===== config.mk =====
export PLATFORM = sky130hd
export DESIGN_NAME = dfs_top
export DESIGN_NICKNAME = d
export VERILOG_FILES = /design/src/rtl/dfs_pkg.sv /design/src/rtl/dfs_sync.sv /design/src/rtl/dfs_regen_avg.sv /design/src/rtl/dfs_top.sv
export VERILOG_INCLUDE_DIRS = /design/src /design/src/rtl
export SDC_FILE = /design/constraint.sdc
export NUM_CORES = 1
export LEC_CHECK = 0
export BUFFER_PORTS_ARGS = -buffer_cell sky130_fd_sc_hd__clkbuf_2
export CAP_MARGIN = 10
export CORE_MARGIN = 5
export CORE_UTILIZATION = 45
export DETAILED_ROUTE_END_ITERATION = 12
export GPL_ROUTABILITY_DRIVEN = 1
export PLACE_DENSITY = 0.74
export SLEW_MARGIN = 20
export SYNTH_ARGS = -nofsm -noshare
export SYNTH_HDL_FRONTEND = slang
export SYNTH_SLANG_ARGS = --single-unit
export TNS_END_PERCENT = 100

===== constraint.sdc =====
create_clock -name clk_i -period 3.1 [get_ports clk_i]
set_clock_uncertainty 0.1 [all_clocks]
set_input_delay 0.155 -clock clk_i [delete_from_list [all_inputs] [get_ports clk_i]]
set_output_delay 0.155 -clock clk_i [all_outputs]
set_load 0.02 [all_outputs]

===== src/rtl/dfs_defs.svh =====
// constants for the drive fault supervisor: offsets, field positions, resets, timing
`ifndef DFS_DEFS_SVH
`define DFS_DEFS_SVH

// wishbone word offsets (byte addresses)
`define DFS_OFF_CTRL        8'h00
`define DFS_OFF_FAULT       8'h04
`define DFS_OFF_WARN        8'h08
`define DFS_OFF_STATUS      8'h0C
`define DFS_OFF_VEL_THR     8'h10
`define DFS_OFF_POS_THR     8'h14
`define DFS_OFF_REGEN_PWR   8'h18
`define DFS_OFF_MOTOR_TEMP  8'h1C
`define DFS_OFF_CAN_TMO     8'h20
`define DFS_OFF_DECEL       8'h24

// control register fields
`define DFS_CTRL_ENABLE     0
`define DFS_CTRL_LIMIT_EN   1
`define DFS_CTRL_PROFILE    2
`define DFS_CTRL_STEP_REF   3
`define DFS_CTRL_MODE_LO    4
`define DFS_CTRL_MODE_HI    5

// fault register bit positions
`define DFS_F_RESOLVER      0
`define DFS_F_ANALOG        1
`define DFS_F_MAINS         2
`define DFS_F_CANLOSS       3
`define DFS_F_PROGERR       4
`define DFS_F_QSTOP         5
`define DFS_F_INLOSS        6
`define DFS_F_REGEN_FUSE    7
`define DFS_F_PSU_TEMP      8
`define DFS_F_AMP_TEMP      9
`define DFS_F_MOTOR_TEMP    10
`define DFS_NUM_FAULTS      11

// warning register bit positions
`define DFS_W_FOLDBACK      0
`define DFS_W_MOTOR_TH      1
`define DFS_W_AMP_TH        2
`define DFS_W_POS_TRACK     3
`define DFS_W_VEL_TRACK     4
`define DFS_W_REGEN_LIM     5
`define DFS_W_LIMIT         6
`define DFS_NUM_WARNS       7

// display codes: high nibble letter (F=0xF, U=0xA), low nibble number
`define DFS_CODE_NONE       8'h00
`define DFS_CODE_F3         8'hF3
`define DFS_CODE_F4         8'hF4
`define DFS_CODE_F5         8'hF5
`define DFS_CODE_F6         8'hF6
`define DFS_CODE_F8         8'hF8
`define DFS_CODE_F9         8'hF9
`define DFS_CODE_U1         8'hA1
`define DFS_CODE_U2         8'hA2
`define DFS_CODE_U3         8'hA3
`define DFS_CODE_U4         8'hA4
`define DFS_CODE_U5         8'hA5
`define DFS_CODE_U6         8'hA6
`define DFS_CODE_U7         8'hA7
`define DFS_CODE_U8         8'hA8
`define DFS_CODE_U9         8'hA9
`define DFS_CODE_UA         8'hAA
`define DFS_CODE_UB         8'hAB
`define DFS_CODE_FOLD       8'hD0

// temperatures in degrees celsius
`define DFS_MOTOR_FAULT_C   8'd155
`define DFS_MOTOR_WARN_C    8'd130

// reset values
`define DFS_CTRL_RST        8'h02
`define DFS_VEL_THR_RST     16'h0400
`define DFS_POS_THR_RST     16'h0400
`define DFS_CAN_TMO_RST     16'h4E20
`define DFS_DECEL_RST       16'h0FA0

// regen averaging period in ms and cycles at 20 MHz
`define DFS_CLK_HZ          20000000
`define DFS_AVG_PERIOD_MS   100
`define DFS_AVG_CYCLES      ((`DFS_CLK_HZ / 1000) * `DFS_AVG_PERIOD_MS)
// can timeout counter ticks once per ms
`define DFS_MS_CYCLES       (`DFS_CLK_HZ / 1000)

`endif


===== src/rtl/dfs_pkg.sv =====
// types for the drive fault supervisor
package dfs_pkg;
  typedef enum logic [1:0] {
    DFS_RUN   = 2'b00,
    DFS_DECEL = 2'b01,
    DFS_OFF   = 2'b10
  } dfs_state_t;

  typedef enum logic [1:0] {
    DFS_MODE_TORQUE   = 2'b00,
    DFS_MODE_VELOCITY = 2'b01,
    DFS_MODE_POSITION = 2'b10,
    DFS_MODE_INTERP   = 2'b11
  } dfs_mode_t;
endpackage


===== src/rtl/dfs_sync.sv =====
// two-flop synchroniser for a vector of pin inputs
`timescale 1ns/1ps
module dfs_sync #(
  parameter int W = 1
) (
  input  wire logic         clk_i,
  input  wire logic         rst_i,
  input  wire logic [W-1:0] d_i,
  output logic      [W-1:0] q_o
);
  logic [W-1:0] meta_q;

  // no reset: pins flush through while reset is held; a zero here reads as a fault
  always_ff @(posedge clk_i) begin
    meta_q <= d_i;
    q_o    <= meta_q;
  end
endmodule


===== src/rtl/dfs_regen_avg.sv =====
// regeneration power averager over a fixed period
`timescale 1ns/1ps
`include "dfs_defs.svh"
module dfs_regen_avg (
  input  wire logic        clk_i,
  input  wire logic        rst_i,
  input  wire logic [15:0] power_sample_i,
  output logic      [15:0] avg_power_o
);
  localparam int unsigned CNT_MAX = `DFS_AVG_CYCLES - 1;
  localparam int          SHIFT   = 21;

  logic [21:0] cnt_q;
  logic [37:0] acc_q;
  logic        wrap;

  assign wrap = (cnt_q == CNT_MAX[21:0]);

  always_ff @(posedge clk_i) begin
    if (rst_i || wrap) begin
      cnt_q <= 22'h000000;
    end else begin
      cnt_q <= cnt_q + 22'h000001;
    end
  end

  // shift approximates divide by period; 2^21 vs 2e6 is within the stated accuracy
  always_ff @(posedge clk_i) begin
    if (rst_i) begin
      acc_q       <= 38'h0;
      avg_power_o <= 16'h0000;
    end else if (wrap) begin
      acc_q       <= {22'h000000, power_sample_i};
      avg_power_o <= 16'((acc_q + {22'h000000, power_sample_i}) >> SHIFT);
    end else begin
      acc_q <= acc_q + {22'h000000, power_sample_i};
    end
  end
endmodule


===== src/rtl/dfs_top.sv =====
// drive fault supervisor: fault latching, reactions, warnings and wishbone registers
`timescale 1ns/1ps
`include "dfs_defs.svh"
// Function
// - resolver loss disables at once, latches, shows F8
// - analog supply low disables, latches, shows F9
// - mains or power-ready absent: U1, decelerate, disable
// - during soft start report not-ready, refuse enable
// - can receive/transmit loss raises U7
// - profile mode bad command: U9, decelerate, disable
// - quick-stop input: UA, decelerate, disable
// - reference input loss: Ub, hold position
// - regen fuse blown: decelerate, disable, latch F3
// - fuse blown at power-up reports all supply faults
// - rectifier overheat: decelerate, disable, latch F4
// - inverter overheat: decelerate, disable, latch F5
// - winding above 155C disables, latches, shows F6
// - foldback warning while torque clamped thermally
// - winding above 130C warns without disabling
// - heatsink past warning temperature warns
// - position tracking warning only in position/interp modes
// - velocity tracking warning in position/velocity modes
// - regen resistor overload raises regen-limit warning
// - velocity mode limits block motion that direction
// - limit warning follows inputs, hidden when disabled
// - average regen power readable per period
// - latched fault holds until re-enable
// - non-fatal fault: emergency decel, then disable
// - fatal fault: stop switching immediately
module dfs_top
  import dfs_pkg::*;
(
  input  wire logic        clk_i,
  input  wire logic        rst_i,
  input  wire logic        wb_cyc_i,
  input  wire logic        wb_stb_i,
  input  wire logic        wb_we_i,
  input  wire logic [7:0]  wb_adr_i,
  input  wire logic [3:0]  wb_sel_i,
  input  wire logic [31:0] wb_dat_i,
  output logic      [31:0] wb_dat_o,
  output logic             wb_ack_o,
  input  wire logic        resolver_ok_i,
  input  wire logic        analog_ok_i,
  input  wire logic        mains_ok_i,
  input  wire logic        power_ready_i,
  input  wire logic        soft_start_i,
  input  wire logic        can_rx_ok_i,
  input  wire logic        can_tx_ok_i,
  input  wire logic        bad_command_i,
  input  wire logic        quick_stop_i,
  input  wire logic        ref_input_ok_i,
  input  wire logic        regen_fuse_ok_i,
  input  wire logic        psu_hot_i,
  input  wire logic        amp_hot_i,
  input  wire logic        amp_warm_i,
  input  wire logic        foldback_i,
  input  wire logic        regen_overload_i,
  input  wire logic        limit_cw_i,
  input  wire logic        limit_ccw_i,
  input  wire logic [7:0]  motor_temp_i,
  input  wire logic [15:0] pos_error_i,
  input  wire logic [15:0] vel_error_i,
  input  wire logic [15:0] regen_power_i,
  input  wire logic        motion_stopped_i,
  output logic             pwm_enable_o,
  output logic             decel_o,
  output logic [15:0]      decel_rate_o,
  output logic             hold_position_o,
  output logic             block_cw_o,
  output logic             block_ccw_o,
  output logic [7:0]       display_code_o,
  output logic [15:0]      regen_power_query_o,
  output logic [15:0]      regen_average_power_param_o
);
  localparam int NP = 15;

  // pin level inputs through two flops
  logic [NP-1:0] pin_raw;
  logic [NP-1:0] pin_s;
  assign pin_raw = {resolver_ok_i, analog_ok_i, mains_ok_i, power_ready_i, soft_start_i,
                    can_rx_ok_i, can_tx_ok_i, quick_stop_i, ref_input_ok_i,
                    regen_fuse_ok_i, psu_hot_i, amp_hot_i, amp_warm_i,
                    limit_cw_i, limit_ccw_i};

  dfs_sync #(.W(NP)) u_sync (
    .clk_i (clk_i),
    .rst_i (rst_i),
    .d_i   (pin_raw),
    .q_o   (pin_s)
  );

  logic s_res_ok, s_ana_ok, s_mains_ok, s_pwr_rdy, s_soft, s_rx_ok, s_tx_ok, s_qstop;
  logic s_ref_ok, s_fuse_ok, s_psu_hot, s_amp_hot, s_amp_warm, s_lim_cw, s_lim_ccw;
  assign {s_res_ok, s_ana_ok, s_mains_ok, s_pwr_rdy, s_soft, s_rx_ok, s_tx_ok, s_qstop,
          s_ref_ok, s_fuse_ok, s_psu_hot, s_amp_hot, s_amp_warm, s_lim_cw, s_lim_ccw} = pin_s;

  // registers
  logic [7:0]  ctrl_q;
  logic [15:0] vel_thr_q;
  logic [15:0] pos_thr_q;
  logic [15:0] can_tmo_q;
  logic [15:0] decel_q;
  logic [`DFS_NUM_FAULTS-1:0] fault_q;
  logic [`DFS_NUM_WARNS-1:0]  warn_q;
  dfs_state_t  state_q;
  logic        enable_q;
  logic        fuse_at_boot_q;
  logic        boot_done_q;
  logic [15:0] rx_ms_q;
  logic [14:0] ms_div_q;
  logic [15:0] regen_avg;

  dfs_mode_t mode;
  assign mode = dfs_mode_t'(ctrl_q[`DFS_CTRL_MODE_HI:`DFS_CTRL_MODE_LO]);

  logic wb_req;
  logic wb_wr;
  logic enable_rise;
  logic enable_clear;
  assign wb_req = wb_cyc_i && wb_stb_i && !wb_ack_o;
  assign wb_wr  = wb_cyc_i && wb_stb_i && wb_we_i && wb_ack_o; // lands on the ack edge

  always_ff @(posedge clk_i) begin
    if (rst_i) begin
      wb_ack_o <= 1'b0;
    end else begin
      wb_ack_o <= wb_req;
    end
  end

  always_ff @(posedge clk_i) begin
    if (rst_i) begin
      ctrl_q    <= `DFS_CTRL_RST;
      vel_thr_q <= `DFS_VEL_THR_RST;
      pos_thr_q <= `DFS_POS_THR_RST;
      can_tmo_q <= `DFS_CAN_TMO_RST;
      decel_q   <= `DFS_DECEL_RST;
    end else if (wb_wr) begin
      unique case (wb_adr_i)
        `DFS_OFF_CTRL: if (wb_sel_i[0]) ctrl_q <= wb_dat_i[7:0];
        `DFS_OFF_VEL_THR: begin
          if (wb_sel_i[0]) vel_thr_q[7:0]  <= wb_dat_i[7:0];
          if (wb_sel_i[1]) vel_thr_q[15:8] <= wb_dat_i[15:8];
        end
        `DFS_OFF_POS_THR: begin
          if (wb_sel_i[0]) pos_thr_q[7:0]  <= wb_dat_i[7:0];
          if (wb_sel_i[1]) pos_thr_q[15:8] <= wb_dat_i[15:8];
        end
        `DFS_OFF_CAN_TMO: begin
          if (wb_sel_i[0]) can_tmo_q[7:0]  <= wb_dat_i[7:0];
          if (wb_sel_i[1]) can_tmo_q[15:8] <= wb_dat_i[15:8];
        end
        `DFS_OFF_DECEL: begin
          if (wb_sel_i[0]) decel_q[7:0]  <= wb_dat_i[7:0];
          if (wb_sel_i[1]) decel_q[15:8] <= wb_dat_i[15:8];
        end
        default: ;
      endcase
    end
  end

  // fault clearing happens on the rising edge of the enable bit
  always_ff @(posedge clk_i) begin
    if (rst_i) begin
      enable_q <= 1'b0;
    end else begin
      enable_q <= ctrl_q[`DFS_CTRL_ENABLE];
    end
  end
  assign enable_rise  = ctrl_q[`DFS_CTRL_ENABLE] && !enable_q;
  assign enable_clear = enable_rise;

  // fuse state captured once after reset release
  always_ff @(posedge clk_i) begin
    if (rst_i) begin
      boot_done_q    <= 1'b0;
      fuse_at_boot_q <= 1'b0;
    end else if (!boot_done_q) begin
      boot_done_q    <= 1'b1;
      fuse_at_boot_q <= !s_fuse_ok;
    end
  end

  // can receive watchdog in ms
  always_ff @(posedge clk_i) begin
    if (rst_i || ms_div_q == 15'(`DFS_MS_CYCLES - 1)) begin
      ms_div_q <= 15'h0000;
    end else begin
      ms_div_q <= ms_div_q + 15'h0001;
    end
  end

  always_ff @(posedge clk_i) begin
    if (rst_i || s_rx_ok) begin
      rx_ms_q <= 16'h0000;
    end else if (ms_div_q == 15'h0000 && rx_ms_q != 16'hFFFF) begin
      rx_ms_q <= rx_ms_q + 16'h0001;
    end
  end

  // live fault causes
  logic [`DFS_NUM_FAULTS-1:0] cause;
  logic supply_all;
  assign supply_all = fuse_at_boot_q;
  always_comb begin
    cause = '0;
    cause[`DFS_F_RESOLVER]   = !s_res_ok;
    cause[`DFS_F_ANALOG]     = !s_ana_ok || supply_all;
    cause[`DFS_F_MAINS]      = !s_mains_ok || !s_pwr_rdy || s_soft || supply_all;
    cause[`DFS_F_CANLOSS]    = !s_tx_ok || (rx_ms_q >= can_tmo_q);
    cause[`DFS_F_PROGERR]    = ctrl_q[`DFS_CTRL_PROFILE] && bad_command_i;
    cause[`DFS_F_QSTOP]      = s_qstop;
    cause[`DFS_F_INLOSS]     = ctrl_q[`DFS_CTRL_STEP_REF] && !s_ref_ok;
    cause[`DFS_F_REGEN_FUSE] = !s_fuse_ok || supply_all;
    cause[`DFS_F_PSU_TEMP]   = s_psu_hot || supply_all;
    cause[`DFS_F_AMP_TEMP]   = s_amp_hot;
    cause[`DFS_F_MOTOR_TEMP] = motor_temp_i > `DFS_MOTOR_FAULT_C;
  end

  // latched faults hold; level faults (mains, soft start, quick stop, input loss) follow
  localparam logic [`DFS_NUM_FAULTS-1:0] LATCHING = 11'b111_1001_1011;
  genvar gi;
  generate
    for (gi = 0; gi < `DFS_NUM_FAULTS; gi++) begin : g_fault
      always_ff @(posedge clk_i) begin
        if (rst_i) begin
          fault_q[gi] <= 1'b0;
        end else if (cause[gi]) begin
          fault_q[gi] <= 1'b1;
        end else if (!LATCHING[gi] || enable_clear) begin
          fault_q[gi] <= 1'b0;
        end
      end
    end
  endgenerate

  logic fatal;
  logic nonfatal;
  assign fatal = fault_q[`DFS_F_RESOLVER] || fault_q[`DFS_F_ANALOG] ||
                 fault_q[`DFS_F_MOTOR_TEMP];
  assign nonfatal = fault_q[`DFS_F_MAINS] || fault_q[`DFS_F_CANLOSS] ||
                    fault_q[`DFS_F_PROGERR] || fault_q[`DFS_F_QSTOP] ||
                    fault_q[`DFS_F_REGEN_FUSE] || fault_q[`DFS_F_PSU_TEMP] ||
                    fault_q[`DFS_F_AMP_TEMP];
  logic cause_stop;
  assign cause_stop = |{cause[`DFS_F_MOTOR_TEMP:`DFS_F_REGEN_FUSE],
                        cause[`DFS_F_QSTOP:`DFS_F_RESOLVER]};

  // reaction sequencer
  always_ff @(posedge clk_i) begin
    if (rst_i) begin
      state_q <= DFS_OFF;
    end else begin
      unique case (state_q)
        DFS_RUN: begin
          if (!ctrl_q[`DFS_CTRL_ENABLE] || fatal) begin
            state_q <= DFS_OFF;
          end else if (nonfatal) begin
            state_q <= DFS_DECEL;
          end
        end
        DFS_DECEL: begin
          if (fatal || motion_stopped_i || !ctrl_q[`DFS_CTRL_ENABLE]) begin
            state_q <= DFS_OFF;
          end
        end
        DFS_OFF: begin
          // live causes except input loss gate the start, latched bits clear on this edge; soft start is mains
          if (enable_rise && !cause_stop) begin
            state_q <= DFS_RUN;
          end
        end
        default: state_q <= DFS_OFF;
      endcase
    end
  end

  // regen average after the current period
  dfs_regen_avg u_regen (
    .clk_i          (clk_i),
    .rst_i          (rst_i),
    .power_sample_i (regen_power_i),
    .avg_power_o    (regen_avg)
  );

  // warnings are live levels
  logic [`DFS_NUM_WARNS-1:0] warn_d;
  logic pos_mode;
  logic vel_mode;
  assign pos_mode = (mode == DFS_MODE_POSITION) || (mode == DFS_MODE_INTERP);
  assign vel_mode = (mode == DFS_MODE_VELOCITY);
  always_comb begin
    warn_d = '0;
    warn_d[`DFS_W_FOLDBACK]  = foldback_i;
    warn_d[`DFS_W_MOTOR_TH]  = motor_temp_i > `DFS_MOTOR_WARN_C;
    warn_d[`DFS_W_AMP_TH]    = s_amp_warm;
    warn_d[`DFS_W_POS_TRACK] = pos_mode && (pos_error_i > pos_thr_q);
    warn_d[`DFS_W_VEL_TRACK] = (pos_mode || vel_mode) && (vel_error_i > vel_thr_q);
    warn_d[`DFS_W_REGEN_LIM] = regen_overload_i;
    warn_d[`DFS_W_LIMIT]     = ctrl_q[`DFS_CTRL_LIMIT_EN] && (s_lim_cw || s_lim_ccw);
  end

  always_ff @(posedge clk_i) begin
    if (rst_i) begin
      warn_q <= '0;
    end else begin
      warn_q <= warn_d;
    end
  end

  // outputs registered
  always_ff @(posedge clk_i) begin
    if (rst_i) begin
      pwm_enable_o    <= 1'b0;
      decel_o         <= 1'b0;
      decel_rate_o    <= 16'h0000;
      hold_position_o <= 1'b0;
      block_cw_o      <= 1'b0;
      block_ccw_o     <= 1'b0;
    end else begin
      pwm_enable_o    <= (state_q != DFS_OFF) && !fatal;
      decel_o         <= (state_q == DFS_DECEL) && !fatal;
      decel_rate_o    <= decel_q;
      hold_position_o <= fault_q[`DFS_F_INLOSS];
      block_cw_o      <= vel_mode && ctrl_q[`DFS_CTRL_LIMIT_EN] && s_lim_cw;
      block_ccw_o     <= vel_mode && ctrl_q[`DFS_CTRL_LIMIT_EN] && s_lim_ccw;
      regen_power_query_o         <= regen_avg;
      regen_average_power_param_o <= regen_avg;
    end
  end

  // display priority: fatal first, then non-fatal, then warnings
  logic [7:0] code_d;
  always_comb begin
    code_d = `DFS_CODE_NONE;
    if      (fault_q[`DFS_F_RESOLVER])   code_d = `DFS_CODE_F8;
    else if (fault_q[`DFS_F_ANALOG])     code_d = `DFS_CODE_F9;
    else if (fault_q[`DFS_F_MOTOR_TEMP]) code_d = `DFS_CODE_F6;
    else if (fault_q[`DFS_F_REGEN_FUSE]) code_d = `DFS_CODE_F3;
    else if (fault_q[`DFS_F_PSU_TEMP])   code_d = `DFS_CODE_F4;
    else if (fault_q[`DFS_F_AMP_TEMP])   code_d = `DFS_CODE_F5;
    else if (fault_q[`DFS_F_MAINS])      code_d = `DFS_CODE_U1;
    else if (fault_q[`DFS_F_CANLOSS])    code_d = `DFS_CODE_U7;
    else if (fault_q[`DFS_F_PROGERR])    code_d = `DFS_CODE_U9;
    else if (fault_q[`DFS_F_QSTOP])      code_d = `DFS_CODE_UA;
    else if (fault_q[`DFS_F_INLOSS])     code_d = `DFS_CODE_UB;
    else if (warn_q[`DFS_W_MOTOR_TH])    code_d = `DFS_CODE_U2;
    else if (warn_q[`DFS_W_AMP_TH])      code_d = `DFS_CODE_U3;
    else if (warn_q[`DFS_W_POS_TRACK])   code_d = `DFS_CODE_U4;
    else if (warn_q[`DFS_W_VEL_TRACK])   code_d = `DFS_CODE_U5;
    else if (warn_q[`DFS_W_REGEN_LIM])   code_d = `DFS_CODE_U6;
    else if (warn_q[`DFS_W_LIMIT])       code_d = `DFS_CODE_U8;
    else if (warn_q[`DFS_W_FOLDBACK])    code_d = `DFS_CODE_FOLD;
  end

  always_ff @(posedge clk_i) begin
    if (rst_i) begin
      display_code_o <= `DFS_CODE_NONE;
    end else begin
      display_code_o <= code_d;
    end
  end

  // read mux; unmapped reads zero, writes there ignored
  always_ff @(posedge clk_i) begin
    if (rst_i) begin
      wb_dat_o <= 32'h00000000;
    end else if (wb_req) begin
      unique case (wb_adr_i)
        `DFS_OFF_CTRL:       wb_dat_o <= {24'h000000, ctrl_q};
        `DFS_OFF_FAULT:      wb_dat_o <= {21'h000000, fault_q};
        `DFS_OFF_WARN:       wb_dat_o <= {25'h0000000, warn_q};
        `DFS_OFF_STATUS:     wb_dat_o <= {22'h000000, state_q, display_code_o};
        `DFS_OFF_VEL_THR:    wb_dat_o <= {16'h0000, vel_thr_q};
        `DFS_OFF_POS_THR:    wb_dat_o <= {16'h0000, pos_thr_q};
        `DFS_OFF_REGEN_PWR:  wb_dat_o <= {16'h0000, regen_avg};
        `DFS_OFF_MOTOR_TEMP: wb_dat_o <= {24'h000000, motor_temp_i};
        `DFS_OFF_CAN_TMO:    wb_dat_o <= {16'h0000, can_tmo_q};
        `DFS_OFF_DECEL:      wb_dat_o <= {16'h0000, decel_q};
        default:             wb_dat_o <= 32'h00000000;
      endcase
    end
  end
endmodule


# == Yosys cells after proc, flatten, opt, wreduce, memory -nomap -nowiden ==
# Index checks and enable logic that the tools add are counted.
# classes
add_sub_neg,4
multipliers,0
div_mod_pow,0
magnitude_cmp,5
eq_ne,22
shifts,0
muxes,38
n_bitwise,0
reduce_logical,77
# op_table
operator,n
16-bit case mux with 10 select lines,1
8-bit 2-to-1 mux,18
38-bit by 16-bit adder with 38-bit output,1
8-bit by 5-bit equality test with 1-bit output (second input constant),4
16-bit greater-than comparator,2
3-bit AND reduction,10
1-bit logical OR,24
22-bit by 1-bit adder with 22-bit output (second input constant),1
22-bit by 21-bit equality test with 1-bit output (second input constant),1
1-bit logical AND,17
16-bit by 1-bit adder with 16-bit output (second input constant),1
8-bit by 4-bit equality test with 1-bit output (second input constant),2
8-bit by 6-bit equality test with 1-bit output (second input constant),2
16-bit >= comparator,1
8-bit greater-than comparator (second input constant),2
16-bit 2-to-1 mux,1
16-bit inequality test (second input constant),1
15-bit by 1-bit adder with 15-bit output (second input constant),1
15-bit equality test (second input constant),1
15-bit zero test,1
2-bit nonzero test,7
1-bit 2-to-1 mux,13
1-bit zero test,12
10-bit OR reduction,1
other kinds (11),21
# totals
register_bits,310
latch_bits,0
mem_bits_rw,0
romBits,0
input_bits,124
out_inout_bits,94
elab_cells,191
n_memories,0

# == Longest topological paths before layout ==
# Gate-level depths: netlist (run 1).
# depth
depth_word,18
mapped_depth,11
ltp_nobuf,10

# == Cells and area by module ==
# A second synthesis (run 1) with hierarchy kept.
# unflattened
cells_unflattened,1560
area_unflattened_um2,13859.5
# by_module_without_submodules
module,instances,cells_per_inst,area_per_inst_um2,seq_area_each_um2
dfs_top,1,1072,9431.5,3903.7
dfs_regen_avg,1,458,3827.4,1501.4
dfs_sync,1,30,600.6,600.6

# == Worst setup path after synthesis (run 1) ==
# No wires, ideal clock.
# synth_path
path_kind,register to register
startpoint,register u_regen.acc_q[0]
endpoint,register u_regen.avg_power_o[3]
setup_time_ns,0.122
arrival_ns,2.106
setup_slack_ns,0.772
stages_incl_launch_ff,12
path_buffers,1
synth_period_minus_slack_ns,2.328
cell_sequence,dfxtp_1 > ha_1 > inv_1 > fa_1 > nand2b_1 > a211oi_2 > o31a_1 > a2bb2oi_2 > buf_4 > nand3_1 > xor2_1 > a21oi_1
# synth_via
elab_chain_cells,1
# synth_lines
element,line,source
start: declaration,dfs_regen_avg.sv:14,logic [37:0] acc_q;
start signal: assignment,dfs_regen_avg.sv:33,"acc_q <= {22'h000000, power_sample_i};"
start signal: assignment,dfs_regen_avg.sv:36,"acc_q <= acc_q + {22'h000000, power_sample_i};"
38-bit by 16-bit adder with 38-bit output,dfs_regen_avg.sv:34,"avg_power_o <= 16'((acc_q + {22'h000000, power_sample_i}) >> SHIFT);"
end signal: assignment,dfs_regen_avg.sv:34,
end: declaration,dfs_regen_avg.sv:8,output logic [15:0] avg_power_o
# No other way between the ends.
# A chain may end at the register's enable or synchronous reset.

# == Worst setup path after layout (run 1) ==
# layout_path
startpoint,register u_regen.acc_q[0]
endpoint,register u_regen.avg_power_o[9]
# Same word-level chain as after synthesis.

==> results.md, run 1 <==
Floorplanning:
- The number of ports placed on the die boundary is 218.
- The effective utilization at floorplan is 0.452.
- The total number of placement rows is 64.
- In this run the horizontal extent of the chip is around 180 um.
- The die covers 34100 um^2.
- The area of the placeable core is roughly 30000 um^2.
- The height of the die is roughly 180 um.

Global routing:
- The first global-routing pass estimated 60600 um of wire.
- In the global route stage, met2 resource usage came out at 0.368.
- Across every metal layer, demand over resource in global routing totals 0.218.
- The global-route congestion overflow total is 0.
- For this run, global-route usage on met3 was measured as 0.0249.
- Entering global routing, the biggest net connects 66 pins.
- For this run, global-route usage on met1 was measured as 0.291.
- The initial antenna violation count was 0.
- The via count of the first global-routing pass was between 10000 and 15000.
- The most used routing layer is met2.

Logic synthesis:
- The post-synthesis average cell area is 8.95 um^2.
- In the synthesized netlist the dominant register cell turns out to be sky130_fd_sc_hd__dfxtp_1.
- The top cell type's share of synthesized area is 0.403.
- After synthesis the cells add up to 13700 um^2.
- In this run, synthesis produced a sequential element count of 292.
- The async set-or-reset flop fraction in the synthesized netlist is 0.
- The most numerous cell in the Yosys netlist is sky130_fd_sc_hd__dfxtp_1.
- The number of instances in the synthesized netlist is 1533.
- The warning count from the yosys run is 0.
- The synthesized netlist contains 82 unique library cells.
- Sorting the synthesized cells by how often they occur yields sky130_fd_sc_hd__dfxtp_1 (276), sky130_fd_sc_hd__nor2_1 (193), sky130_fd_sc_hd__nand2_1 (119).
- The leading area contributor after synthesis is sky130_fd_sc_hd__dfxtp_1.
- Of the synthesized area, sequential elements account for 0.438.
- By area the synthesized netlist is led by sky130_fd_sc_hd__dfxtp_1 (40%), sky130_fd_sc_hd__ha_1 (6.2%), sky130_fd_sc_hd__nor2_1 (5.3%).
- In this run, synthesis inferred 16 flip-flops with an integrated enable.

Route:
- The aggregate routed wire length is 39000 um.
- The number of violations reported at the end of detailed-routing iteration 0 is 1027.
- In the final routed layout, each cell accounts on average for 18.0 um.
- The remaining routing DRC violations is 0.
- The via total after detailed routing is 12000.
- The pre-antenna-repair detailed-routing pass consisted of 5 iterations.
- The number of nets with antenna violations after detailed routing is 0.
- The number of vias per cell is 5.54.

Worst setup path:
- Along the worst path, the maximum fanout reaches 11.
- The critical path endpoint is u_regen.avg_power_o[9].
- The signal on the critical path passes through ha_1 -> inv_1 -> fa_1 -> nand2b_1 -> a211oi_2 -> o31a_1 -> a2bb2oi_2 -> buf_4 -> nand3_1 -> xor2_1 -> a21oi_1.
- The worst setup path category is reg -> reg.
- The slack of the worst reg-to-reg path is 0.42 ns.
- In this run the critical register-to-register path is launched from u_regen.acc_q[0].
- The critical path crosses 11 cells after its start point.
- The cell family contributing the most delay on the critical path is compound AO/OA/AOI/OAI gates.
- The number of cells traversed by the worst register-to-register path is 11.
- STA puts the critical path data required time at 3.42 ns.
- The end of the worst register-to-register path is u_regen.avg_power_o[9].
- For the worst setup path, the data arrival time is around 3.0 ns.
- The sum of buffers and inverters on the critical path is 2.
- STA classifies the critical path startpoint as a flip-flop.
- In this design, the stage delay of the slowest critical-path cell is 0.38 ns.
- The most critical setup path has its startpoint at u_regen.acc_q[0].
- The critical path's slowest cell is sky130_fd_sc_hd__fa_1.
- STA classifies the critical path endpoint as a flip-flop.

Clock tree:
- The cell sitting at the root of the clock tree is a sky130_fd_sc_hd__clkbuf_16.
- The clock buffer count from CTS is 30.
- The number of buffers between clock root and the deepest sink is 3.
- The buffer count from post-CTS setup fixing is 0.
- In this run the number of H-tree levels came out at 1.
- The later-pin clock latency in the skew report is 0.55 ns.
- The number of instances resized during post-cts repair is 0.
- The number of clock sinks seen by CTS is 292.
- Clock-pin slew was measured on the worst setup and hold paths at about 0.07 ns.
- TritonCTS built the clock tree.
- The cts-stage hold buffer count is 54.

Outcome:
- The run finished with clean final reports.

Final layout:
- The fraction of final layout cells with drive strength greater than 1 is 0.166.
- From synthesis to final layout, the design area changed by 19.9%.
- For this run, the post-layout net count is 1939.
- The repair_antennas step left the layout with diodes totalling 0.

Place:
- Input and output buffers added on the ports amount to between 150 and 200.
- The half-perimeter wire length after placement is around 29000 um.
- The congestion estimate from routability-driven global placement came to between 0.9 and 1.

STA:
- The number of failing hold endpoints at the final stage is 0.
- Headroom to the max-slew limit came out at 0.510.
- Of the available clock period, the critical path in the final layout requires 0.865.
- Hold timing on the final database bottoms out at a slack of ~0.013 ns.
- The final critical-path required period is 2.68 ns.
- Setup repair after global routing left no endpoint under its margin.
- Setup total negative slack on the finished layout was measured at 0 ns.
- For this run, the top clock speed supported by timing is 373 MHz.
- For the pin with the worst max-slew slack, the measured transition is between 0.7 and 0.8 ns.
- The total setup violations reported at the end of the flow is 0.
- The number of max-slew violations in the final report came to 0.

Hold path:
- The worst hold path belongs to the class in -> reg.

Pwr:
- The worst-case IR drop observed on VDD is 467 uV.
- The reported leakage power is 7.09 nW.
- The cell area power density is 560 nW/um^2.

Job:
- The tool flagged a number of max-cap violations equal to 0.
## area by class of cell
type	count	area [um^2]
clock buffers	39	846
flip-flops and latches	292	6010
well taps	396	495
repair buffers	262	1650
clock inverters	17	209
inverters	71	267
multi-input cells	1089	6990
fillers	2684	13900
## layer usage
layer  part of all wire  vias to the layer above
li1                   -                     5774
met1               0.43                     5695
met2               0.47                      454
met3              0.069                       75
met4              0.032                        0
met5                  0                        -
## flip-flops by register name, indices dropped and copies added (netlist names), 16 cells and up
signal / cells
regen_average_power_param_o: 16
u_regen.avg_power_o: 16
decel_rate_o: 16
rx_ms_q: 16
decel_q: 16
can_tmo_q: 16
u_regen.cnt_q: 22
wb_dat_o: 16
pos_thr_q: 16
vel_thr_q: 16
u_regen.acc_q: 37
## per-stage QoR
stage                     cells  setup slack, ns   util  area, um^2  total power, mW
after floorplan            1548            0.772      -       13800             5.10
after CTS                  2166            0.450  0.542       16500             9.25
after global placement     2056            0.548  0.490       14900             5.40
after detailed placement   2056            0.487  0.490       14900             5.44
after global routing       2166            0.216  0.542       16500             9.59
final                      2166            0.419  0.542       16500             9.21
## worst register-to-register path, cell delays in order, from the launching register on
cell                        delay [ns]
sky130_fd_sc_hd__dfxtp_1          0.33
sky130_fd_sc_hd__ha_1             0.21
sky130_fd_sc_hd__inv_1            0.07
sky130_fd_sc_hd__fa_1             0.38
sky130_fd_sc_hd__nand2b_1         0.17
sky130_fd_sc_hd__a211oi_2         0.25
sky130_fd_sc_hd__o31a_1           0.25
sky130_fd_sc_hd__a2bb2oi_2        0.15
sky130_fd_sc_hd__buf_4            0.19
sky130_fd_sc_hd__nand3_1          0.12
sky130_fd_sc_hd__xor2_1           0.24
sky130_fd_sc_hd__a21oi_1          0.09
## where the power goes
group          switching, mW  internal, mW
clock network           1.51          2.26
registers             0.0961          3.94
logic                  0.819         0.582
total                   2.43          6.79
## cells by family after synthesis
family	count (synthesis)	synth area share
other	1	0.000273
AND/OR/NAND/NOR	570	0.204
multiplexers	72	0.0525
XOR/XNOR	73	0.0466
buffers and inverters	167	0.0581
adder cells (fa/ha/maj)	69	0.0634
flip-flops	292	0.438
AO/OA/AOI/OAI	289	0.138
## cells in the final DEF (no fill, tap or decap), drive strengths merged, types with 8 or more instances in the layout
master         n
mux2i         72
nor3          27
o21ai         55
o21a           9
dlygate4sd3   54
o211ai        12
edfxtp        16
a211oi        13
dfxtp        276
nor2         198
nor2b         31
a22oi         32
nand2        123
xor2          51
nor4          10
nand4         26
a21o          13
nand3         74
and3          24
a31oi          8
inv           72
buf           26
ha            68
xnor2         22
or3           10
conb          16
a21oi         90
clkbuf       221
## worst min-delay path by stage
| stage | from | slack (ns) | endpoint | depth (start not counted) |
|---|---|---|---|---|
| 3_5_place_dp | power_ready_i | 0.16 | u_sync.meta_q[11] | 1 |
| 5_1_grt | vel_error_i[13] | 0.05 | warn_q[4] | 4 |
| 4_1_cts | vel_error_i[6] | 0.006 | warn_q[4] | 4 |
| 3_3_place_gp | soft_start_i | 0.16 | u_sync.meta_q[10] | 1 |
| 6_report | vel_error_i[6] | 0.01 | warn_q[4] | 4 |
| 2_1_floorplan | limit_ccw_i | 0.08 | u_sync.meta_q[0] | 0 |
(Power assumes the default switching activity.)
==> run 2: changes to the inputs <==
- CELL_PAD_IN_SITES_DETAIL_PLACEMENT: default -> 1
- CELL_PAD_IN_SITES_GLOBAL_PLACEMENT: default -> 2
- CORE_UTILIZATION: 45 -> 35
- PLACE_DENSITY: 0.74 -> 0.89
- SYNTH_HIERARCHICAL: default -> 1
==> run 2 against run 1 <==
  * Via count grew 4.1%
  * Register-to-register slack got worse by 0.30 ns
  * Hold slack improved by 0.011 ns
  * Global-route usage is 0.94 points lower
  * First-iteration DRC count fell by 24%
  * Worst setup slack worse by 0.30 ns
  * Sequential power about the same
  * Sequential cell count did not move
  * Combinational power rose by 6%
  * Utilization fell by 10 points
  * Cell area increased by 3.9%
  * Count of clock-buffer cells in the layout increased by 1
  * Largest power group is now clock
  * Highest routed layer unchanged
==> results.md, run 2 <==
Global routing:
- The global-route congestion overflow total is 0 (unchanged).
- The maximum number of pins on one net before global-route repair is 58 (-12%).
- The global-route wire length before repair is 73500 um (+21%).
- The initial antenna violation count is 2 (+2).
- The via count of the first global-routing pass is 12900 (+13%).
- The total routing usage reported by global routing came to 0.209 (-0.00938).

Logic synthesis:
- In the synthesized netlist the dominant register cell turns out to be sky130_fd_sc_hd__dfxtp_1.
- The warning count from the yosys run is 6 (+6).
- Yosys instantiated no cell more often than sky130_fd_sc_hd__dfxtp_1.
- The async set-or-reset flop fraction in the synthesized netlist came to 0 (unchanged).
- The number of distinct library cells after synthesis came to 88 (+7.3%).
- The count of state elements after synthesis is 292 (unchanged).
- The number of enable-type register cells in the synthesized netlist is 16 (unchanged).
- The mapped cell area is 13900 um^2 (+0.97%).
- The leading area contributor after synthesis is sky130_fd_sc_hd__dfxtp_1.
- The top cell type's share of synthesized area came to 0.399 (-0.00385).
- The number of instances in the synthesized netlist is 1560 (+1.8%).
- After synthesis, the most frequently instantiated cells are sky130_fd_sc_hd__dfxtp_1 (276), sky130_fd_sc_hd__nand2_1 (163), sky130_fd_sc_hd__nor2_1 (162).
- The post-synthesis average cell area is 8.88 um^2 (-0.78%).
- Sorting the synthesized cells by area gives the leading types as sky130_fd_sc_hd__dfxtp_1 (40%), sky130_fd_sc_hd__ha_1 (6.1%), sky130_fd_sc_hd__nand2_1 (4.4%).
- The post-synthesis sequential area ratio was 0.433 (-0.00419).

Final layout:
- The flip-flop count of the largest register after layout is 37 (unchanged).
- More flip-flops sit in one register than any other, and that register is u_regen/acc_q.
- In the final layout, the registers with the most flip-flops are u_regen/acc_q (37), u_regen/cnt_q (22).
- The final core area utilization is 0.439 (-0.103).
- The final layout net count was 1994 (+2.8%).
- The non-filler instance count after layout came to 2345 (+8.3%).
- The area added between synthesis and finish is 23.4%.
- Leaving out fill and tap cells, the most frequent cells in the layout are sky130_fd_sc_hd__dfxtp_1 (276), sky130_fd_sc_hd__clkbuf_2 (182), sky130_fd_sc_hd__nand2_1 (163).
- Leaving out fill and tap cells, the most frequent cell in the layout is sky130_fd_sc_hd__dfxtp_1.
- The fraction of final layout cells with drive strength greater than 1 is 0.173 (+0.00695).
- The design area is 17100 um^2 (+3.9%).

STA:
- The number of failing hold endpoints at the final stage is 0 (unchanged).
- Setup repair after global routing left no endpoint under its margin.
- The sum of negative setup slack was 0 ns (unchanged).
- The post-route fraction of the period consumed by the critical path is 0.963 (+0.0979).
- The final critical-path required period is 2.98 ns (+0.304 ns).
- The number of max-slew violations in the final report is 0 (unchanged).
- The headroom to the max-slew limit was 0.360 (-0.150).
- The measured slew at the worst slew-check pin is 0.936 ns (+0.220 ns).
- The final hold slack is 0.0247 ns (+0.0112 ns).
- The maximum frequency from static timing analysis is 335 MHz (-10%).
- The total setup violations reported at the end of the flow is 0 (unchanged).

Route:
- The via total after detailed routing was 12500 (+4.1%).
- The first-pass detailed-route iteration total is 5 (unchanged).
- The number of nets with antenna violations after detailed routing is 0 (unchanged).
- The aggregate routed wire length came to 47200 um (+21%).
- The remaining routing DRC violations is 0 (unchanged).
- The number of vias per cell was 5.32 (-3.9%).
- The average detailed-routed wire length per instance is 20.1 um (+12%).
- The number of violations reported at the end of detailed-routing iteration 0 is 778 (-24%).

Floorplanning:
- The height of the die is 209 um (+13%).
- The number of ports placed on the die boundary is 218 (unchanged).
- The area enclosed by the die boundary is 43700 um^2 (+28%).
- The area of the placeable core was 38900 um^2 (+28%).
- The die width is 209 um (+13%).
- The total number of placement rows is 72 (+13%).
- The effective utilization at floorplan came to 0.356 (-0.0962).

Clock tree:
- The cell at the root of the clock tree is sky130_fd_sc_hd__clkbuf_16.
- The clock-pin slew on the worst setup and hold paths is 0.06 ns (about the same).
- The number of buffers between clock root and the deepest sink is 3 (unchanged).
- The clock buffer count from CTS is 34 (+13%).
- The number of clock sinks seen by CTS was 292 (unchanged).
- The CTS H-tree depth is 2 (+1).
- The later-pin clock latency in the skew report was 0.52 ns (-0.03 ns).
- TritonCTS built the clock tree.

Worst setup path:
- The critical path's slowest cell is sky130_fd_sc_hd__dlygate4sd3_1.
- The worst register-to-register path ends at u_regen/acc_q[7].
- The delay of the slowest cell on the worst path is 0.55 ns (+0.17 ns).
- The worst setup path category is in -> reg.
- The critical path goes through dlygate4sd3_1 -> clkbuf_2 -> ha_1 -> a21o_1 -> a31o_2 -> o21a_1 -> o21a_1 -> o21ai_0 -> or3b_2 -> a21oi_1 -> dlygate4sd3_1.
- The critical path starts at regen_power_i[4].
- The startpoint identified for the worst register-to-register timing path is u_regen/acc_q[4].
- The slack of the worst reg-to-reg path is 0.12 ns (-0.30 ns).
- The critical path ends at u_regen/acc_q[7].
- STA classifies the critical path endpoint as a flip-flop.
- The highest net fanout along the worst path came to 5 (-6).
- The worst setup path is launched from a primary input.
- The number of cells traversed by the worst register-to-register path is 9 (-2).
- The required time at the worst-slack endpoint came to 3.47 ns (+0.05 ns).
- The data arrival time of the critical path was 3.35 ns (+0.35 ns).

Pwr:
- The largest voltage drop on the vdd net is 431 uV (-7.6%).
- The cell area power density is 564 nW/um^2 (+0.71%).
- The reported leakage power is 6.88 nW (-3.0%).

Place:
- The count of input and output buffers is 183 (unchanged).
- The post-detailed-placement cell area is 15200 um^2 (+2.3%).
- The cell count after placement came to 2210 (+7.5%).
- The half-perimeter wire length after placement came to 35600 um (+24%).
- The routability-driven placement congestion ratio came to 0.912 (-5.7%).

Outcome:
- The run finished with clean final reports.

Hold path:
- The worst hold path belongs to the class in -> reg.

Job:
- The max-capacitance violation count is 0 (unchanged).
## run 2: changes by cell type after synthesis, sizes merged, moves of 11 or more
| cell | before | now |
|---|---|---|
| xnor2 | 22 | 38 |
| nand2 | 123 | 164 |
| nor2 | 198 | 162 |
| o21ai | 55 | 44 |
| a211oi | 13 | 24 |
| a21oi | 90 | 109 |
| mux2i | 72 | 41 |
| nand3 | 74 | 90 |
| a22oi | 32 | 15 |
| xor2 | 51 | 28 |
## run 2: per-stage QoR
| stage | power, mW | setup slack (ns) |
|---|---|---|
| after CTS | 9.68 | 0.0342 |
| final | 9.64 | 0.115 |
| after global placement | 5.35 | 0.462 |
| after floorplan | 5.00 | 0.585 |
| after detailed placement | 5.39 | 0.357 |
| after global routing | 10.1 | 0.00248 |
## run 2: worst min path at each step
stage | slack, ns | to | from | cells after the start
2_1_floorplan | 0.08 | u_sync/meta_q[0] | limit_ccw_i | 0
3_3_place_gp | 0.16 | u_sync/meta_q[0] | limit_ccw_i | 1
3_5_place_dp | 0.16 | u_sync/meta_q[8] | can_tx_ok_i | 1
4_1_cts | 0.008 | ctrl_q[5] | wb_sel_i[0] | 5
5_1_grt | 0.06 | state_q[0] | motion_stopped_i | 5
6_report | 0.02 | ctrl_q[5] | wb_sel_i[0] | 5
## run 2: routing by layer
layer  GRT usage  vias to the layer above  part of all wire
li1            -                     5948                 -
met1       0.286                     6108              0.45
met2       0.342                      365              0.46
met3      0.0334                       64             0.065
met4      0.0610                        0             0.026
met5           0                        -                 0
## run 2: logic make-up after synthesis
family / synth area share
buffers and inverters: 0.0585
and+or+nand+nor: 0.222
DFF: 0.433
other: 0.000271
muxes: 0.0402
AOI/OAI and AO/OA: 0.141
xor gates and xnor gates: 0.0417
adders and majority gates: 0.0628
## run 2: power breakdown
group | internal [mW] | leakage (nW) | switching, mW
clock network | 2.47 | 0.555 | 1.66
registers | 3.93 | 2.42 | 0.0971
logic | 0.650 | 3.91 | 0.833
## run 2: timing repair
item,in CTS,in global routing
setup endpoints to repair,0,1
hold buffers,71,0
setup buffers,0,2
gates resized for setup,0,3
endpoints found under the hold margin,110,0
## run 2: cell type report
cell class	instances	area [um^2]
fill	4570	21800
inverter	72	270
multi-input combinational	1113	7130
clock inverter	21	235
timing repair buffer	288	1900
clock buffer	40	915
sequential	292	6010
antenna	1	2.50
tap	518	648
## run 2: worst max-delay path, delay by kind of cell
family	cells	cell delay, ns
AND/OR/NAND/NOR	1	0.46
adder cells (fa/ha/maj)	1	0.37
AO/OA/AOI/OAI	6	1.16
buffers and inverters	3	1.21
